[config.mk]
export PLATFORM = sky130hd
export DESIGN_NAME = abu_breakpoint
export DESIGN_NICKNAME = d
export VERILOG_FILES = /design/src/rtl/abu_breakpoint.v
export VERILOG_INCLUDE_DIRS = /design/src /design/src/rtl
export SDC_FILE = /design/constraint.sdc
export NUM_CORES = 1
export LEC_CHECK = 0
export BUFFER_PORTS_ARGS = -buffer_cell sky130_fd_sc_hd__buf_2
export CORE_MARGIN = 2
export CORE_UTILIZATION = 44
export CTS_CLUSTER_SIZE = 30
export DETAILED_ROUTE_END_ITERATION = 6
export PLACE_DENSITY = 0.73
export SYNTH_ARGS = -nofsm -noshare
export SYNTH_HDL_FRONTEND = slang
export SYNTH_SLANG_ARGS = --single-unit
[constraint.sdc]
create_clock -name sys_clk -period 2.85 [get_ports sys_clk]
set_input_delay 0.285 -clock sys_clk [delete_from_list [all_inputs] [get_ports sys_clk]]
set_output_delay 0.285 -clock sys_clk [all_outputs]
set_load 0.03 [all_outputs]
[src/rtl/abu_regs.vh]
// Purpose: register map and constants of the address breakpoint unit
// Assumes: AXI4-Lite slave, 32-bit data, one register per aligned word
// Notes: definitions only
`ifndef ABU_REGS_VH
`define ABU_REGS_VH

`define ABU_ADDR_W 5
`define ABU_OFF_CTRL_STATUS 5'h00
`define ABU_OFF_ADDR_HIGH 5'h04
`define ABU_OFF_ADDR_LOW 5'h08
`define ABU_OFF_WAIT_STATUS 5'h0c
`define ABU_OFF_FLAG_CLEAR 5'h10
`define ABU_OFF_IRQ_STATUS 5'h14
`define ABU_OFF_IRQ_MASK 5'h18

// break control/status fields
`define ABU_BIT_MATCH_EN 7
`define ABU_BIT_ACTIVE 6
// wait status field
`define ABU_BIT_WAIT_EXIT 1
// flag clear control field
`define ABU_BIT_CLR_EN 7
// interrupt status / mask fields
`define ABU_IRQ_MATCH 0
`define ABU_IRQ_SOFT 1
`define ABU_IRQ_W 2

`define ABU_RST_BYTE 8'h00
`define ABU_RST_IRQ 2'h0

`define ABU_RESP_OKAY 2'h0
`define ABU_RESP_SLVERR 2'h2

`endif

[src/rtl/abu_breakpoint.v]
// Purpose: address breakpoint unit with AXI4-Lite register access
// Assumes: cpu address and cycle qualifier are on sys_clk; tst_level_on_reset from a pin
// Notes: serial monitor function is not part of this block
//
// Our own choices: the AXI4-Lite interface to the registers and the address map.
`timescale 1ns/1ps
`include "abu_regs.vh"

module abu_breakpoint (
    input wire sys_clk,
    input wire rst,
    input wire [`ABU_ADDR_W-1:0] s_axi_awaddr,
    input wire s_axi_awvalid,
    output reg s_axi_awready,
    input wire [31:0] s_axi_wdata,
    input wire [3:0] s_axi_wstrb,
    input wire s_axi_wvalid,
    output reg s_axi_wready,
    output reg [1:0] s_axi_bresp,
    output reg s_axi_bvalid,
    input wire s_axi_bready,
    input wire [`ABU_ADDR_W-1:0] s_axi_araddr,
    input wire s_axi_arvalid,
    output reg s_axi_arready,
    output reg [31:0] s_axi_rdata,
    output reg [1:0] s_axi_rresp,
    output reg s_axi_rvalid,
    input wire s_axi_rready,
    input wire [15:0] cpu_addr,
    input wire cpu_cycle_valid,
    input wire cpu_opcode_fetch,
    input wire cpu_wait_mode,
    input wire cpu_stop_mode,
    input wire cpu_break_exit,
    input wire emulation_mode,
    input wire tst_level_on_reset,
    output reg breakpoint_request,
    output reg break_state,
    output reg status_clear_allowed,
    output reg timer_counter_halt,
    output reg input_capture_block,
    output reg watchdog_disable,
    output reg irq
);

    // ==========================================
    // registers
    reg break_match_enable;
    reg break_active_flag;
    reg [7:0] break_addr_upper;
    reg [7:0] break_addr_lower;
    reg wait_exit_by_break_flag;
    reg clear_in_break_enable;
    reg [`ABU_IRQ_W-1:0] irq_status;
    reg [`ABU_IRQ_W-1:0] irq_mask;
    reg soft_break_pending;
    reg in_wait_seen;
    reg [2:0] tst_sync;

    // ==========================================
    // bus write channel
    reg aw_held;
    reg w_held;
    reg [`ABU_ADDR_W-1:0] aw_addr;
    reg [31:0] w_data;
    reg [3:0] w_strb;
    wire aw_take = s_axi_awvalid & s_axi_awready;
    wire w_take = s_axi_wvalid & s_axi_wready;
    wire [`ABU_ADDR_W-1:0] cur_awaddr = aw_held ? aw_addr : s_axi_awaddr;
    wire [31:0] cur_wdata = w_held ? w_data : s_axi_wdata;
    wire [3:0] cur_wstrb = w_held ? w_strb : s_axi_wstrb;
    wire have_aw = aw_held | aw_take;
    wire have_w = w_held | w_take;
    wire wr_fire = have_aw & have_w & ~s_axi_bvalid;
    wire wr_lane0 = wr_fire & cur_wstrb[0];

    function known_offset;
        input [`ABU_ADDR_W-1:0] a;
        begin
            case (a)
                `ABU_OFF_CTRL_STATUS, `ABU_OFF_ADDR_HIGH, `ABU_OFF_ADDR_LOW,
                `ABU_OFF_WAIT_STATUS, `ABU_OFF_FLAG_CLEAR, `ABU_OFF_IRQ_STATUS,
                `ABU_OFF_IRQ_MASK: known_offset = 1'b1;
                default: known_offset = 1'b0;
            endcase
        end
    endfunction

    wire wr_ctrl = wr_lane0 & (cur_awaddr == `ABU_OFF_CTRL_STATUS);
    wire wr_high = wr_lane0 & (cur_awaddr == `ABU_OFF_ADDR_HIGH);
    wire wr_low = wr_lane0 & (cur_awaddr == `ABU_OFF_ADDR_LOW);
    wire wr_wait = wr_lane0 & (cur_awaddr == `ABU_OFF_WAIT_STATUS);
    wire wr_fclr = wr_lane0 & (cur_awaddr == `ABU_OFF_FLAG_CLEAR);
    wire wr_ists = wr_lane0 & (cur_awaddr == `ABU_OFF_IRQ_STATUS);
    wire wr_imsk = wr_lane0 & (cur_awaddr == `ABU_OFF_IRQ_MASK);

    wire [1:0] wr_resp = known_offset(cur_awaddr) ? `ABU_RESP_OKAY : `ABU_RESP_SLVERR;
    reg next_awready;
    reg next_wready;

    // no new address or data is taken while a response waits
    always @* begin
        next_awready = 1'b0;
        next_wready = 1'b0;
        if (~s_axi_bvalid) begin
            next_awready = ~have_aw & ~s_axi_awready;
            next_wready = ~have_w & ~s_axi_wready;
        end
    end

    always @(posedge sys_clk or posedge rst) begin
        if (rst) begin
            s_axi_awready <= 1'b0;
            s_axi_wready <= 1'b0;
            s_axi_bvalid <= 1'b0;
            s_axi_bresp <= `ABU_RESP_OKAY;
            aw_held <= 1'b0;
            w_held <= 1'b0;
            aw_addr <= {`ABU_ADDR_W{1'b0}};
            w_data <= 32'h00000000;
            w_strb <= 4'h0;
        end else begin
            if (aw_take & ~wr_fire) begin
                aw_held <= 1'b1;
                aw_addr <= s_axi_awaddr;
            end
            if (w_take & ~wr_fire) begin
                w_held <= 1'b1;
                w_data <= s_axi_wdata;
                w_strb <= s_axi_wstrb;
            end
            if (wr_fire) begin
                aw_held <= 1'b0;
                w_held <= 1'b0;
                s_axi_bvalid <= 1'b1;
                s_axi_bresp <= wr_resp;
            end else if (s_axi_bvalid & s_axi_bready) begin
                s_axi_bvalid <= 1'b0;
            end
            s_axi_awready <= next_awready;
            s_axi_wready <= next_wready;
        end
    end

    // ==========================================
    // bus read channel
    reg [7:0] rd_byte;
    reg next_arready;
    wire [1:0] rd_resp = known_offset(s_axi_araddr) ? `ABU_RESP_OKAY : `ABU_RESP_SLVERR;

    // one read at a time: no new address while data waits
    always @* begin
        next_arready = 1'b0;
        if (~s_axi_rvalid) begin
            next_arready = s_axi_arvalid & ~s_axi_arready;
        end
    end

    always @* begin
        case (s_axi_araddr)
            `ABU_OFF_CTRL_STATUS: rd_byte = {break_match_enable, break_active_flag, 6'h00};
            `ABU_OFF_ADDR_HIGH: rd_byte = break_addr_upper;
            `ABU_OFF_ADDR_LOW: rd_byte = break_addr_lower;
            `ABU_OFF_WAIT_STATUS: rd_byte = {6'h00, wait_exit_by_break_flag, 1'b0};
            `ABU_OFF_FLAG_CLEAR: rd_byte = {clear_in_break_enable, 7'h00};
            `ABU_OFF_IRQ_STATUS: rd_byte = {6'h00, irq_status};
            `ABU_OFF_IRQ_MASK: rd_byte = {6'h00, irq_mask};
            default: rd_byte = 8'h00;
        endcase
    end

    always @(posedge sys_clk or posedge rst) begin
        if (rst) begin
            s_axi_arready <= 1'b0;
            s_axi_rvalid <= 1'b0;
            s_axi_rdata <= 32'h00000000;
            s_axi_rresp <= `ABU_RESP_OKAY;
        end else begin
            if (s_axi_arvalid & s_axi_arready) begin
                s_axi_rvalid <= 1'b1;
                s_axi_rdata <= {24'h000000, rd_byte};
                s_axi_rresp <= rd_resp;
            end else if (s_axi_rvalid & s_axi_rready) begin
                s_axi_rvalid <= 1'b0;
            end
            s_axi_arready <= next_arready;
        end
    end

    // ==========================================
    // address compare
    wire [15:0] break_addr = {break_addr_upper, break_addr_lower};
    wire low_power = cpu_wait_mode | cpu_stop_mode;
    // bus does not advance in wait/stop, so no match there
    wire addr_match = break_match_enable & cpu_cycle_valid & ~low_power &
        (cpu_addr == break_addr);
    // software writes of one to the active flag
    wire soft_set = wr_ctrl & cur_wdata[`ABU_BIT_ACTIVE];

    // ==========================================
    // test voltage pin synchroniser
    // the level moves only once the second and third stages agree
    reg tst_level;
    reg next_tst_level;

    always @* begin
        if (tst_sync[2] == tst_sync[1]) begin
            next_tst_level = tst_sync[1];
        end else begin
            next_tst_level = tst_level;
        end
    end

    always @(posedge sys_clk or posedge rst) begin
        if (rst) begin
            tst_sync <= 3'h0;
            tst_level <= 1'b0;
        end else begin
            tst_sync <= {tst_sync[1:0], tst_level_on_reset};
            tst_level <= next_tst_level;
        end
    end

    // ==========================================
    // control and status: next values
    reg next_break_active_flag;
    reg next_soft_break_pending;
    reg next_wait_exit_by_break_flag;
    reg [`ABU_IRQ_W-1:0] next_irq_status;
    reg [`ABU_IRQ_W-1:0] irq_clear_bits;
    reg [`ABU_IRQ_W-1:0] irq_set_bits;
    // wait left through a break while emulating
    wire wait_left_by_break = emulation_mode & in_wait_seen & ~cpu_wait_mode & cpu_break_exit;
    wire soft_fetch = soft_break_pending & cpu_cycle_valid & cpu_opcode_fetch;

    // set wins over a write of zero in the same cycle
    always @* begin
        if (addr_match | soft_set) begin
            next_break_active_flag = 1'b1;
        end else if (wr_ctrl) begin
            next_break_active_flag = 1'b0;
        end else begin
            next_break_active_flag = break_active_flag;
        end
    end

    // taken at the next opcode fetch, before it runs
    always @* begin
        if (soft_set) begin
            next_soft_break_pending = 1'b1;
        end else if (cpu_cycle_valid & cpu_opcode_fetch) begin
            next_soft_break_pending = 1'b0;
        end else begin
            next_soft_break_pending = soft_break_pending;
        end
    end

    always @* begin
        if (wait_left_by_break) begin
            next_wait_exit_by_break_flag = 1'b1;
        end else if (wr_wait & ~cur_wdata[`ABU_BIT_WAIT_EXIT]) begin
            next_wait_exit_by_break_flag = 1'b0;
        end else begin
            next_wait_exit_by_break_flag = wait_exit_by_break_flag;
        end
    end

    // write-one-to-clear, a new event in the same cycle wins
    always @* begin
        irq_set_bits = {soft_set, addr_match};
        if (wr_ists) begin
            irq_clear_bits = cur_wdata[`ABU_IRQ_W-1:0];
        end else begin
            irq_clear_bits = {`ABU_IRQ_W{1'b0}};
        end
        next_irq_status = (irq_status & ~irq_clear_bits) | irq_set_bits;
    end

    // ==========================================
    // control and status registers
    always @(posedge sys_clk or posedge rst) begin
        if (rst) begin
            break_match_enable <= 1'b0;
            break_active_flag <= 1'b0;
            break_addr_upper <= `ABU_RST_BYTE;
            break_addr_lower <= `ABU_RST_BYTE;
            wait_exit_by_break_flag <= 1'b0;
            clear_in_break_enable <= 1'b0;
            irq_status <= `ABU_RST_IRQ;
            irq_mask <= `ABU_RST_IRQ;
            soft_break_pending <= 1'b0;
            in_wait_seen <= 1'b0;
        end else begin
            if (wr_ctrl) begin
                break_match_enable <= cur_wdata[`ABU_BIT_MATCH_EN];
            end
            break_active_flag <= next_break_active_flag;
            if (wr_high) begin
                break_addr_upper <= cur_wdata[7:0];
            end
            if (wr_low) begin
                break_addr_lower <= cur_wdata[7:0];
            end
            soft_break_pending <= next_soft_break_pending;
            in_wait_seen <= cpu_wait_mode;
            wait_exit_by_break_flag <= next_wait_exit_by_break_flag;
            if (wr_fclr) begin
                clear_in_break_enable <= cur_wdata[`ABU_BIT_CLR_EN];
            end
            if (wr_imsk) begin
                irq_mask <= cur_wdata[`ABU_IRQ_W-1:0];
            end
            irq_status <= next_irq_status;
        end
    end

    // ==========================================
    // outputs to the system: next values
    reg next_breakpoint_request;
    reg next_break_hold;
    reg next_status_clear_allowed;
    reg next_watchdog_disable;
    reg [`ABU_IRQ_W-1:0] irq_pending;
    reg next_irq;

    always @* begin
        // opcode match breaks before execution; operand match after (cpu side)
        next_breakpoint_request = addr_match | soft_fetch;
        next_break_hold = break_active_flag;
        next_status_clear_allowed = ~break_active_flag | clear_in_break_enable;
        next_watchdog_disable = break_active_flag & tst_level;
        irq_pending = irq_status & irq_mask;
        next_irq = |irq_pending;
    end

    // ==========================================
    // outputs to the system
    always @(posedge sys_clk or posedge rst) begin
        if (rst) begin
            breakpoint_request <= 1'b0;
            break_state <= 1'b0;
            status_clear_allowed <= 1'b1;
            timer_counter_halt <= 1'b0;
            input_capture_block <= 1'b0;
            watchdog_disable <= 1'b0;
            irq <= 1'b0;
        end else begin
            breakpoint_request <= next_breakpoint_request;
            break_state <= next_break_hold;
            status_clear_allowed <= next_status_clear_allowed;
            timer_counter_halt <= next_break_hold;
            input_capture_block <= next_break_hold;
            watchdog_disable <= next_watchdog_disable;
            irq <= next_irq;
        end
    end

endmodule // abu_breakpoint

==> results.md, run 1 <==
- Share of layout cells above drive strength 1: 36.1%
- TritonCTS buffer count: 9
- Most frequent cells in the layout: 70 x buf_2, 65 x dfrtp_1, 36 x mux2_2, 26 x nand2_1, 26 x conb_1
- Longest Clk Path Bufs: 2
- Worst-skew pair later-pin latency: 0.34 ns
- Fmax: between 400 and 500 MHz
- FF+latch count, synth: 66
- CTS tree: built
- R2R cell count: 4
- Most common cell after layout, fill and taps aside: buf_2
- DR WL/cell: 14.4 µm
- Count of yosys warnings during synthesis: 0
- Die area: 0.00820 mm²
- Crit Path Class: reg -> reg
- Crit Path Max Fanout: 12
- Reg2reg end: break_addr_upper[3]
- Crit-path slowest cell: dfrtp_1
- Sequential element share of the synthesized area: 50.1%
- Drt first pass iters: 4
- Antenna Nets Post-Route: 0
- Detail Placement HPWL: approximately 5200 µm
- Synth Instances: between 200 and 300
- Critical-path cell list: nand4b_1 > a211oi_2 > nand3_2 > mux2_2
- Critical Path RT: 3.06 ns
- First-pass GRT wire length: about 11000 µm
- Synthesis-to-finish area growth: 16.5%
- Pwr/cell area: 872 mW/mm²
- Root buffer cell: clkbuf_8
- Tmin final: between 2 and 2.5 ns
- DRC Markers: 0
- Hold WS: 0.0536 ns
- Family with the most delay on the worst path: simple AND/OR/NAND/NOR gates
- Height of the die: 90.6 µm
- Number of enable flip-flop cells after synthesis: 0
- Fin. max-slew vios: 0
- Post-synth top flop: dfrtp_1
- Fin Clk Skew: 0.00982 ns
- Fillers: between 600 and 700
- CTS sink cnt: 66
- Clock H-tree levels: 3
- Max stage delay on crit path: roughly 0.55 ns
- Vias/cell: around 5
- Final core utilization: 53.0%
- Fin cells: 467
- Final setup TNS: 0 ns
- Hold endpoint: tst_sync[0]
- CP endpoint kind: register
- Max-slew headroom: 56.4%
- Setup Viol. Count Final: 0
- CP Launch Type: register
- R2r startpoint: w_held
- # Post-CTS Setup Buffers: 0
- Gpl congestion: 0.774
- Maxcap violations: 0
- Core ar.: 0.00725 mm²
- Lkg Pwr: 1.86 nW
- Reg clk slew, reported paths: 0.07 ns
- Distinct cells, synth: 51
- Die X: between 90 and 100 µm
- Final Cycle Share: 79.3%
- Row cnt: 31
- Largest net degree at the start of global routing: 26
- GR Overflow Total: 0
- Routed wire length: approximately 6700 µm
- Worst min path class: in -> reg
- Netlist Area Pre-Place: roughly 0.0033 mm²
- Max IR drop VDD: 0.374 mV
- Post-placement cell count: 450
- Status: finished clean
- Initial antenna violation count: 0
- Initial Util: 45.5%
- Hold Path Depth: 1
- ANT cells: 0
- Vias in the first global route: 2315
- DRT iter0 DRCs: 94
- IO Pins: around 120
- Worst path arrival time: 2.47 ns
- Start point of the worst hold path: tst_level_on_reset
- CP bufs+invs: 0
- Global Route Usage Sum: between 10% and 20%
- Slew at the pin closest to its max-slew limit: around 0.65 ns
- Post-synth ARST share: 100%
- RSZ-0062 raised after global routing: no
- Final net count: around 440
- Routed vias: 2349
- Final Hold Fails: 0
- R2R Setup Slk: 0.59 ns
- I/O Buffers: 70
- Mean Syn Cell Area: roughly 11 µm²
==> worst max path at each step <==
| stage | start | end | slack (ns) | depth (start not counted) |
|---|---|---|---|---|
| 3_3_place_gp | w_held | break_addr_upper[6] | 0.68 | 4 |
| 4_1_cts | w_held | break_addr_upper[3] | 0.62 | 4 |
| 3_5_place_dp | w_held | break_addr_upper[4] | 0.64 | 4 |
| 5_1_grt | w_held | break_addr_upper[3] | 0.49 | 4 |
| 2_1_floorplan | rst | aw_addr[0] | 0.91 | 1 |
| 6_report | w_held | break_addr_upper[3] | 0.59 | 4 |
==> synth_stat cells, drive strengths merged, types with 2 or more instances <==
cell | n | area (µm²)
nor2 | 10 | 37.5
mux2 | 36 | 405
a21oi | 8 | 40.0
mux2i | 9 | 90.1
nor2b | 2 | 12.5
nor4 | 2 | 12.5
xnor2 | 11 | 96.3
xor2 | 5 | 43.8
nand4b | 2 | 17.5
dfrtp | 65 | 1630
o211ai | 2 | 20.0
a22oi | 4 | 30.0
clkbuf | 5 | 18.8
o41ai | 2 | 36.3
o31ai | 2 | 15.0
inv | 6 | 22.5
nand3 | 9 | 50.1
nor3b | 2 | 20.0
and3 | 2 | 12.5
nand2b | 3 | 18.8
buf | 30 | 220
nand2 | 26 | 97.6
o21ai | 15 | 75.1
nor3 | 6 | 30.0
nand4 | 4 | 40.0
==> power by group <==
| group | total [mW] | switching (mW) | leakage, nW | internal (mW) |
|---|---|---|---|---|
| registers | 1.55 | 0.306 | 0.841 | 1.24 |
| logic | 1.08 | 0.583 | 0.919 | 0.497 |
| clock network | 0.720 | 0.334 | 0.0965 | 0.385 |
==> kinds of logic after synthesis <==
family	synth area share [%]
fa+ha+maj	0.304
simple gates	12.1
mux	15.0
buf+inv	7.93
compound gates	10.2
xor+xnor	4.25
flops	50.1
other cells	0.114
==> routing by layer <==
layer / up-vias / routed length, µm / global-route usage [%]
met1: 1136 / 3070 / 22.1
li1: 1124 / - / -
met5: - / 0 / 0
met4: 0 / 131 / 7.56
met2: 79 / 3230 / 27.5
met3: 10 / 290 / 2.67
==> worst register-to-register path, cell delays in order, from the launching register on <==
cell and delay (ns):
dfrtp_1 0.55, nand4b_1 0.38, a211oi_2 0.51, nand3_2 0.34, mux2_2 0.36
==> stage by stage <==
step,setup slack [ns],total power [mW],cell area [µm²]
floorplan,0.912,2.38,3390
global placement,0.683,2.60,3650
detailed placement,0.643,2.64,3650
CTS,0.620,3.36,3840
global route,0.493,3.54,3840
finish,0.591,3.35,3840
==> flip-flops by register name (all words and copies together), names as in the netlist, 2 cells and up <==
name              cells
break_addr_lower      8
break_addr_upper      8
s_axi_rdata           8
w_data                8
aw_addr               5
tst_sync              3
irq_mask              2
irq_status            2
==> repair_timing <==
action                                 in CTS  in global routing
endpoints found under the hold margin      20                  0
resized for setup                           0                  0
hold buffers                                1                  0
==> final cells by class <==
| type | instances | area [µm²] | area share [%] |
|---|---|---|---|
| Clock buffer | 14 | 173 | 4.50 |
| Sequential cell | 66 | 1650 | 43.0 |
| Inverter | 6 | 22.5 | 0.586 |
| Timing Repair Buffer | 74 | 383 | 9.97 |
| Clock inverter | 2 | 10.0 | 0.261 |
| Tap cell | 99 | 124 | 3.22 |
| Multi-Input combinational cell | 206 | 1480 | 38.4 |
(Power assumes the default switching activity.)
==> inputs of run 2 (changes only) <==
==> constraint.sdc (replaced) <==
create_clock -name sys_clk -period 2.2 [get_ports sys_clk]
set_input_delay 0.22 -clock sys_clk [delete_from_list [all_inputs] [get_ports sys_clk]]
set_output_delay 0.22 -clock sys_clk [all_outputs]
set_load 0.03 [all_outputs]
==> run 2 against run 1 <==
Sequential power grew 27%. Die area is the same. Global-route usage grew 0.11 points. Register-to-register slack lost 0.41 ns. Clock skew shrank 0.0031 ns.
==> results.md, run 2 (synthesis results as in run 1) <==
- Gate power share: 32.4% (was 32.2%)
- Die X: 90.6 µm (unchanged)
- Global Route Usage Sum: 17.0% (was 16.9%)
- Worst path arrival time: 2.24 ns (was 2.47 ns)
- Crit Path Class: reg -> reg (unchanged)
- NetSw: 1.60 mW (was 1.22 mW)
- Max IR drop VDD: 0.374 mV (about the same)
- Initial Util: 45.5% (unchanged)
- Fillers: 655 (was 677)
- Routed vias: 2355 (was 2349)
- Worst min path class: in -> reg (unchanged)
- Longest Clk Path Bufs: 2 (unchanged)
- Fin Clk Skew: 0.00669 ns (was 0.00982 ns)
- CP Launch Type: register (unchanged)
- Vias/cell: 5.00 (was 5.03)
- Core ar.: 0.00725 mm² (unchanged)
- Synthesis-to-finish area growth: 19.0% (was 16.5%)
- Detail Placement HPWL: 5230 µm (was 5170 µm)
- Most common cell after layout, fill and taps aside: buf_2 (unchanged)
- # Post-CTS Setup Buffers: 0 (unchanged)
- Crit Path Max Fanout: 10 (was 12)
- Initial antenna violation count: 0 (unchanged)
- Routed wire length: 6800 µm (was 6720 µm)
- Fin cells: 471 (was 467)
- CP endpoint kind: register (unchanged)
- Vias in the first global route: 2335 (was 2315)
- IO Pins: 124 (unchanged)
- Sequential share of power: 43.2% (was 46.3%)
- GR Overflow Total: 0 (unchanged)
- Root buffer cell: clkbuf_8 (unchanged)
- DRT iter0 DRCs: 97 (was 94)
- Reg clk slew, reported paths: 0.07 ns (about the same)
- Most frequent cells in the layout: 70 x buf_2, 65 x dfrtp_1, 36 x mux2_2, 26 x nand2_1, 26 x conb_1 (unchanged)
- Fin. max-slew vios: 0 (unchanged)
- Maxcap violations: 0 (unchanged)
- Share of total power in the clock network: 24.4% (was 21.5%)
- CTS sink cnt: 66 (unchanged)
- CTS tree: built (unchanged)
- Fmax: 496 MHz (was 443 MHz)
- Final net count: 443 (was 439)
- Worst-skew pair later-pin latency: 0.34 ns (about the same)
- Antenna Nets Post-Route: 0 (unchanged)
- Tmin final: 2.02 ns (was 2.26 ns)
- Critical Path RT: 2.42 ns (was 3.06 ns)
- Row cnt: 31 (unchanged)
- Die area: 0.00820 mm² (unchanged)
- Status: finished clean (unchanged)
- Final Cycle Share: 91.6% (was 79.3%)
- Share of layout cells above drive strength 1: 36.8% (was 36.1%)
- DRC Markers: 0 (unchanged)
- RSZ-0062 raised after global routing: no (unchanged)
- DR WL/cell: 14.4 µm (about the same)
- Setup Viol. Count Final: 0 (unchanged)
- Clock H-tree levels: 3 (unchanged)
- First-pass GRT wire length: 11100 µm (was 11000 µm)
- Lkg Pwr: 1.89 nW (was 1.86 nW)
- Drt first pass iters: 4 (unchanged)
- Post-placement cell count: 453 (was 450)
- Largest net degree at the start of global routing: 46 (was 26)
- Net Sw Frac: 35.1% (was 36.5%)
- Internal power: 2.97 mW (was 2.13 mW)
- TritonCTS buffer count: 9 (unchanged)
- I/O Buffers: 70 (unchanged)
- Slew at the pin closest to its max-slew limit: 0.519 ns (was 0.654 ns)
- Gpl congestion: 0.768 (was 0.774)
- Pwr/cell area: 1160 mW/mm² (was 872 mW/mm²)
- Max-slew headroom: 65.3% (was 56.4%)
- ANT cells: 0 (unchanged)
- Final setup TNS: 0 ns (unchanged)
- Height of the die: 90.6 µm (unchanged)
- Final Hold Fails: 0 (unchanged)
-- run 2: cell count changes in the layout (fill, tap and decap cells not counted) --
cell,before,now
buf_12,0,1
clkbuf_1,2,1
clkinvlp_4,0,1
buf_4,3,5
bufinv_16,0,2
clkbuf_8,12,10
dlygate4sd3_1,1,2
-- run 2: worst paths after layout --
path                          startpoint             endpoint  slack [ns]  cells after the start
setup reg to reg                 aw_held  break_addr_upper[3]        0.18                      5
hold reg to reg              tst_sync[0]          tst_sync[1]        0.35                      0
hold / removal             cpu_wait_mode         in_wait_seen        0.04                      1
min in group asynchronous            rst       s_axi_rdata[2]        0.44                      3
max in group asynchronous            rst         s_axi_wready        1.17                      4
setup / recovery                 aw_held  break_addr_upper[3]        0.18                      5
-- run 2: metal layers --
| layer | global-route usage, % | up-vias | wire length, µm |
|---|---|---|---|
| li1 | - | 1132 | - |
| met1 | 21.4 | 1145 | 3000 |
| met2 | 28.9 | 67 | 3350 |
| met3 | 3.51 | 11 | 346 |
| met4 | 6.15 | 0 | 105 |
| met5 | 0 | - | 0 |
-- run 2: final cells by class --
cell class	instances	area [µm²]	area share, %
Tap cell	99	124	3.16
Timing Repair Buffer	78	428	10.9
Inverter	6	22.5	0.574
Sequential cell	66	1650	42.1
Clock buffer	11	141	3.60
Multi-Input combinational cell	206	1480	37.6
Clock inverter	5	77.6	1.98
-- run 2: timing repair --
item	in CTS	in global routing
endpoints found under the hold margin	21	0
hold buffers	2	0
resized for setup	0	0
-- run 2: power groups by stage --
stage	combinational, mW	sequential [mW]	clock, mW
finish	1.48	1.97	1.11
global route	1.62	2.03	1.18
CTS	1.50	1.97	1.14
detailed placement	1.49	1.99	0
global placement	1.45	1.97	0
floorplan	1.08	2.00	0
-- run 2: metrics by stage --
step | total power [mW] | setup WS [ns] | utilization [%] | hold WS, ns | cell area [µm²]
3_5_place_dp | 3.48 | 0.190 | 50.8 | 0.260 | 3680
2_1_floorplan | 3.08 | 0.279 | - | 0.251 | 3390
4_1_cts | 4.61 | 0.180 | 54.1 | 0.0285 | 3920
5_1_grt | 4.83 | 0.0615 | 54.1 | 0.0320 | 3920
3_3_place_gp | 3.41 | 0.227 | 50.8 | 0.252 | 3680
6_report | 4.57 | 0.185 | 54.1 | 0.0358 | 3920
-- run 2: critical path, stage by stage, from the launching register on --
cell and delay (ns):
dfrtp_1 0.50, buf_4 0.21, nor3_1 0.37, a2bb2oi_2 0.23, nand3_2 0.24, mux2_2 0.35
==> inputs of run 3 (changes only) <==
--- a/config.mk
+++ b/config.mk
@@ -12,6 +12,7 @@
 export CTS_CLUSTER_SIZE = 30
 export DETAILED_ROUTE_END_ITERATION = 6
 export PLACE_DENSITY = 0.73
+export REMOVE_ABC_BUFFERS = 1
 export SYNTH_ARGS = -nofsm -noshare
 export SYNTH_HDL_FRONTEND = slang
 export SYNTH_SLANG_ARGS = --single-unit
==> constraint.sdc (replaced) <==
create_clock -name sys_clk -period 2.2 [get_ports sys_clk]
set_input_delay 0.11 -clock sys_clk [delete_from_list [all_inputs] [get_ports sys_clk]]
set_output_delay 0.11 -clock sys_clk [all_outputs]
set_load 0.03 [all_outputs]
==> run 3 against run 2 <==
Count of clock-buffer cells in the layout grew 3. Worst hold slack lost 0.0097 ns. Combinational power is essentially flat. Routed wire length grew 0.19%. Sequential share of layout area is essentially flat. Non-clock buffer count grew 2. Register-to-register slack gained 0.02 ns. Clock skew shrank 0.00082 ns. Largest power group unchanged.
==> results.md, run 3 (synthesis results as in run 1) <==
- Max IR drop VDD: 0.426 mV (was 0.374 mV)
- Final Cell Area: 0.00393 mm² (was 0.00392 mm²)
- Largest net degree at the start of global routing: 67 (was 46)
- RSZ-0062 raised after global routing: no (unchanged)
- Worst min path class: in -> reg (unchanged)
- Die area: 0.00820 mm² (unchanged)
- Worst path arrival time: 2.21 ns (was 2.24 ns)
- Max-slew headroom: 64.9% (was 65.3%)
- Longest Clk Path Bufs: 2 (unchanged)
- Final net count: 445 (was 443)
- Share of layout cells above drive strength 1: 36.4% (was 36.8%)
- Die X: 90.6 µm (unchanged)
- Max stage delay on crit path: 0.50 ns (about the same)
- Setup Viol. Count Final: 0 (unchanged)
- Worst-skew pair later-pin latency: 0.33 ns (was 0.34 ns)
- Final setup TNS: 0 ns (unchanged)
- Antenna Nets Post-Route: 0 (unchanged)
- Slew at the pin closest to its max-slew limit: 0.524 ns (was 0.519 ns)
- Family with the most delay on the worst path: compound AO/OA/AOI/OAI gates (was simple AND/OR/NAND/NOR gates)
- Most frequent cells in the layout: 70 x buf_2, 65 x dfrtp_1, 36 x mux2_2, 26 x nand2_1, 26 x conb_1 (unchanged)
- DRT iter0 DRCs: 110 (was 97)
- Synthesis-to-finish area growth: 19.1% (was 19.0%)
- Final Cycle Share: 90.8% (was 91.6%)
- GR Overflow Total: 0 (unchanged)
- Crit-path slowest cell: a211oi_2 (was dfrtp_1)
- Detail Placement HPWL: 5190 µm (was 5230 µm)
- Routed vias: 2345 (was 2355)
- Fin Clk Skew: 0.00587 ns (was 0.00669 ns)
- DRC Markers: 0 (unchanged)
- Reg clk slew, reported paths: 0.07 ns (about the same)
- Vias in the first global route: 2402 (was 2335)
- IO Pins: 124 (unchanged)
- Wire length on met2: 3280 µm (was 3350 µm)
- Height of the die: 90.6 µm (unchanged)
- Status: finished clean (unchanged)
- Vias/cell: 4.96 (was 5.00)
- Met3 wire len: 364 µm (was 346 µm)
- Core ar.: 0.00725 mm² (unchanged)
- Global Route Usage Sum: 17.4% (was 17.0%)
- Lkg Pwr: 1.89 nW (about the same)
- Pwr/cell area: 1140 mW/mm² (was 1160 mW/mm²)
- Critical-path cell list: buf_4 > nand2_1 > a211oi_2 > nand3_2 > mux2_2 (was buf_4 > nor3_1 > a2bb2oi_2 > nand3_2 > mux2_2)
- Crit Path Max Fanout: 11 (was 10)
- TritonCTS buffer count: 9 (unchanged)
- DR WL/cell: 14.4 µm (about the same)
- Final core utilization: 54.1% (about the same)
- Final Total Pwr: 4.48 mW (was 4.57 mW)
- Hold WS: 0.0261 ns (was 0.0358 ns)
- Initial antenna violation count: 0 (unchanged)
- Drt first pass iters: 4 (unchanged)
- Fmax: 500 MHz (was 496 MHz)
- Tmin final: 2.00 ns (was 2.02 ns)
- CP endpoint kind: register (unchanged)
- First-pass GRT wire length: 11300 µm (was 11100 µm)
- I/O Buffers: 70 (unchanged)
- CP Launch Type: register (unchanged)
- Initial Util: 45.5% (unchanged)
- R2R Setup Slk: 0.20 ns (was 0.18 ns)
- CTS sink cnt: 66 (unchanged)
- Routed wire length: 6810 µm (was 6800 µm)
- Final Hold Fails: 0 (unchanged)
- Critical Path RT: 2.42 ns (about the same)
- Root buffer cell: clkbuf_8 (unchanged)
- ANT cells: 0 (unchanged)
- Maxcap violations: 0 (unchanged)
- Clock H-tree levels: 3 (unchanged)
- Fin. max-slew vios: 0 (unchanged)
- Placed Area: 0.00368 mm² (unchanged)
- CP bufs+invs: 1 (unchanged)
- Fillers: 674 (was 655)
- Max Used Layer: met4 (unchanged)
- CTS tree: built (unchanged)
- Most common cell after layout, fill and taps aside: buf_2 (unchanged)
- Gpl congestion: 0.827 (was 0.768)
- Crit Path Class: reg -> reg (unchanged)
- Row cnt: 31 (unchanged)
- DRT met1 WL: 2990 µm (was 3000 µm)
-- run 3: what timing repair did --
action                                 CTS  global route
gates resized for setup                  0             1
setup endpoints to repair                0             1
hold buffers                             4             0
setup buffers                            0             0
endpoints found under the hold margin   68             0
-- run 3: power by group --
group	total (mW)	internal [mW]	switching, mW
registers	1.97	1.61	0.356
clock network	1.01	0.585	0.427
logic	1.49	0.690	0.803
total	4.48	2.89	1.59
-- run 3: per-stage QoR --
step                      cells  setup slack [ns]
after CTS                   473             0.126
after floorplan             278             0.261
after global placement      453             0.238
after detailed placement    453             0.145
after global routing        473            0.0821
final                       473             0.202
-- run 3: layout make-up --
| class | count | area [µm²] | area share, % |
|---|---|---|---|
| Clock buffer | 14 | 163 | 4.14 |
| Clock inverter | 2 | 35.0 | 0.892 |
| Timing Repair Buffer | 80 | 448 | 11.4 |
| Sequential cell | 66 | 1650 | 42.1 |
| Multi-Input combinational cell | 206 | 1480 | 37.7 |
| Tap cell | 99 | 124 | 3.15 |
| Inverter | 6 | 22.5 | 0.574 |
-- run 3: path summary, 6_finish.rpt --
| kind | from | to | cells after the start |
|---|---|---|---|
| min in group asynchronous | rst | tst_sync[2] | 4 |
| setup reg to reg | w_held | break_addr_upper[3] | 5 |
| setup / recovery | w_held | break_addr_upper[3] | 5 |
| hold reg to reg | tst_sync[0] | tst_sync[1] | 0 |
| hold / removal | s_axi_wdata[0] | w_data[0] | 2 |
| max in group asynchronous | rst | status_clear_allowed | 4 |
-- run 3: metal layers --
layer / GRT usage, % / vias up
met5: 0 / -
met4: 9.10 / 0
met3: 3.17 / 15
met2: 27.8 / 93
met1: 22.5 / 1106
li1: - / 1131
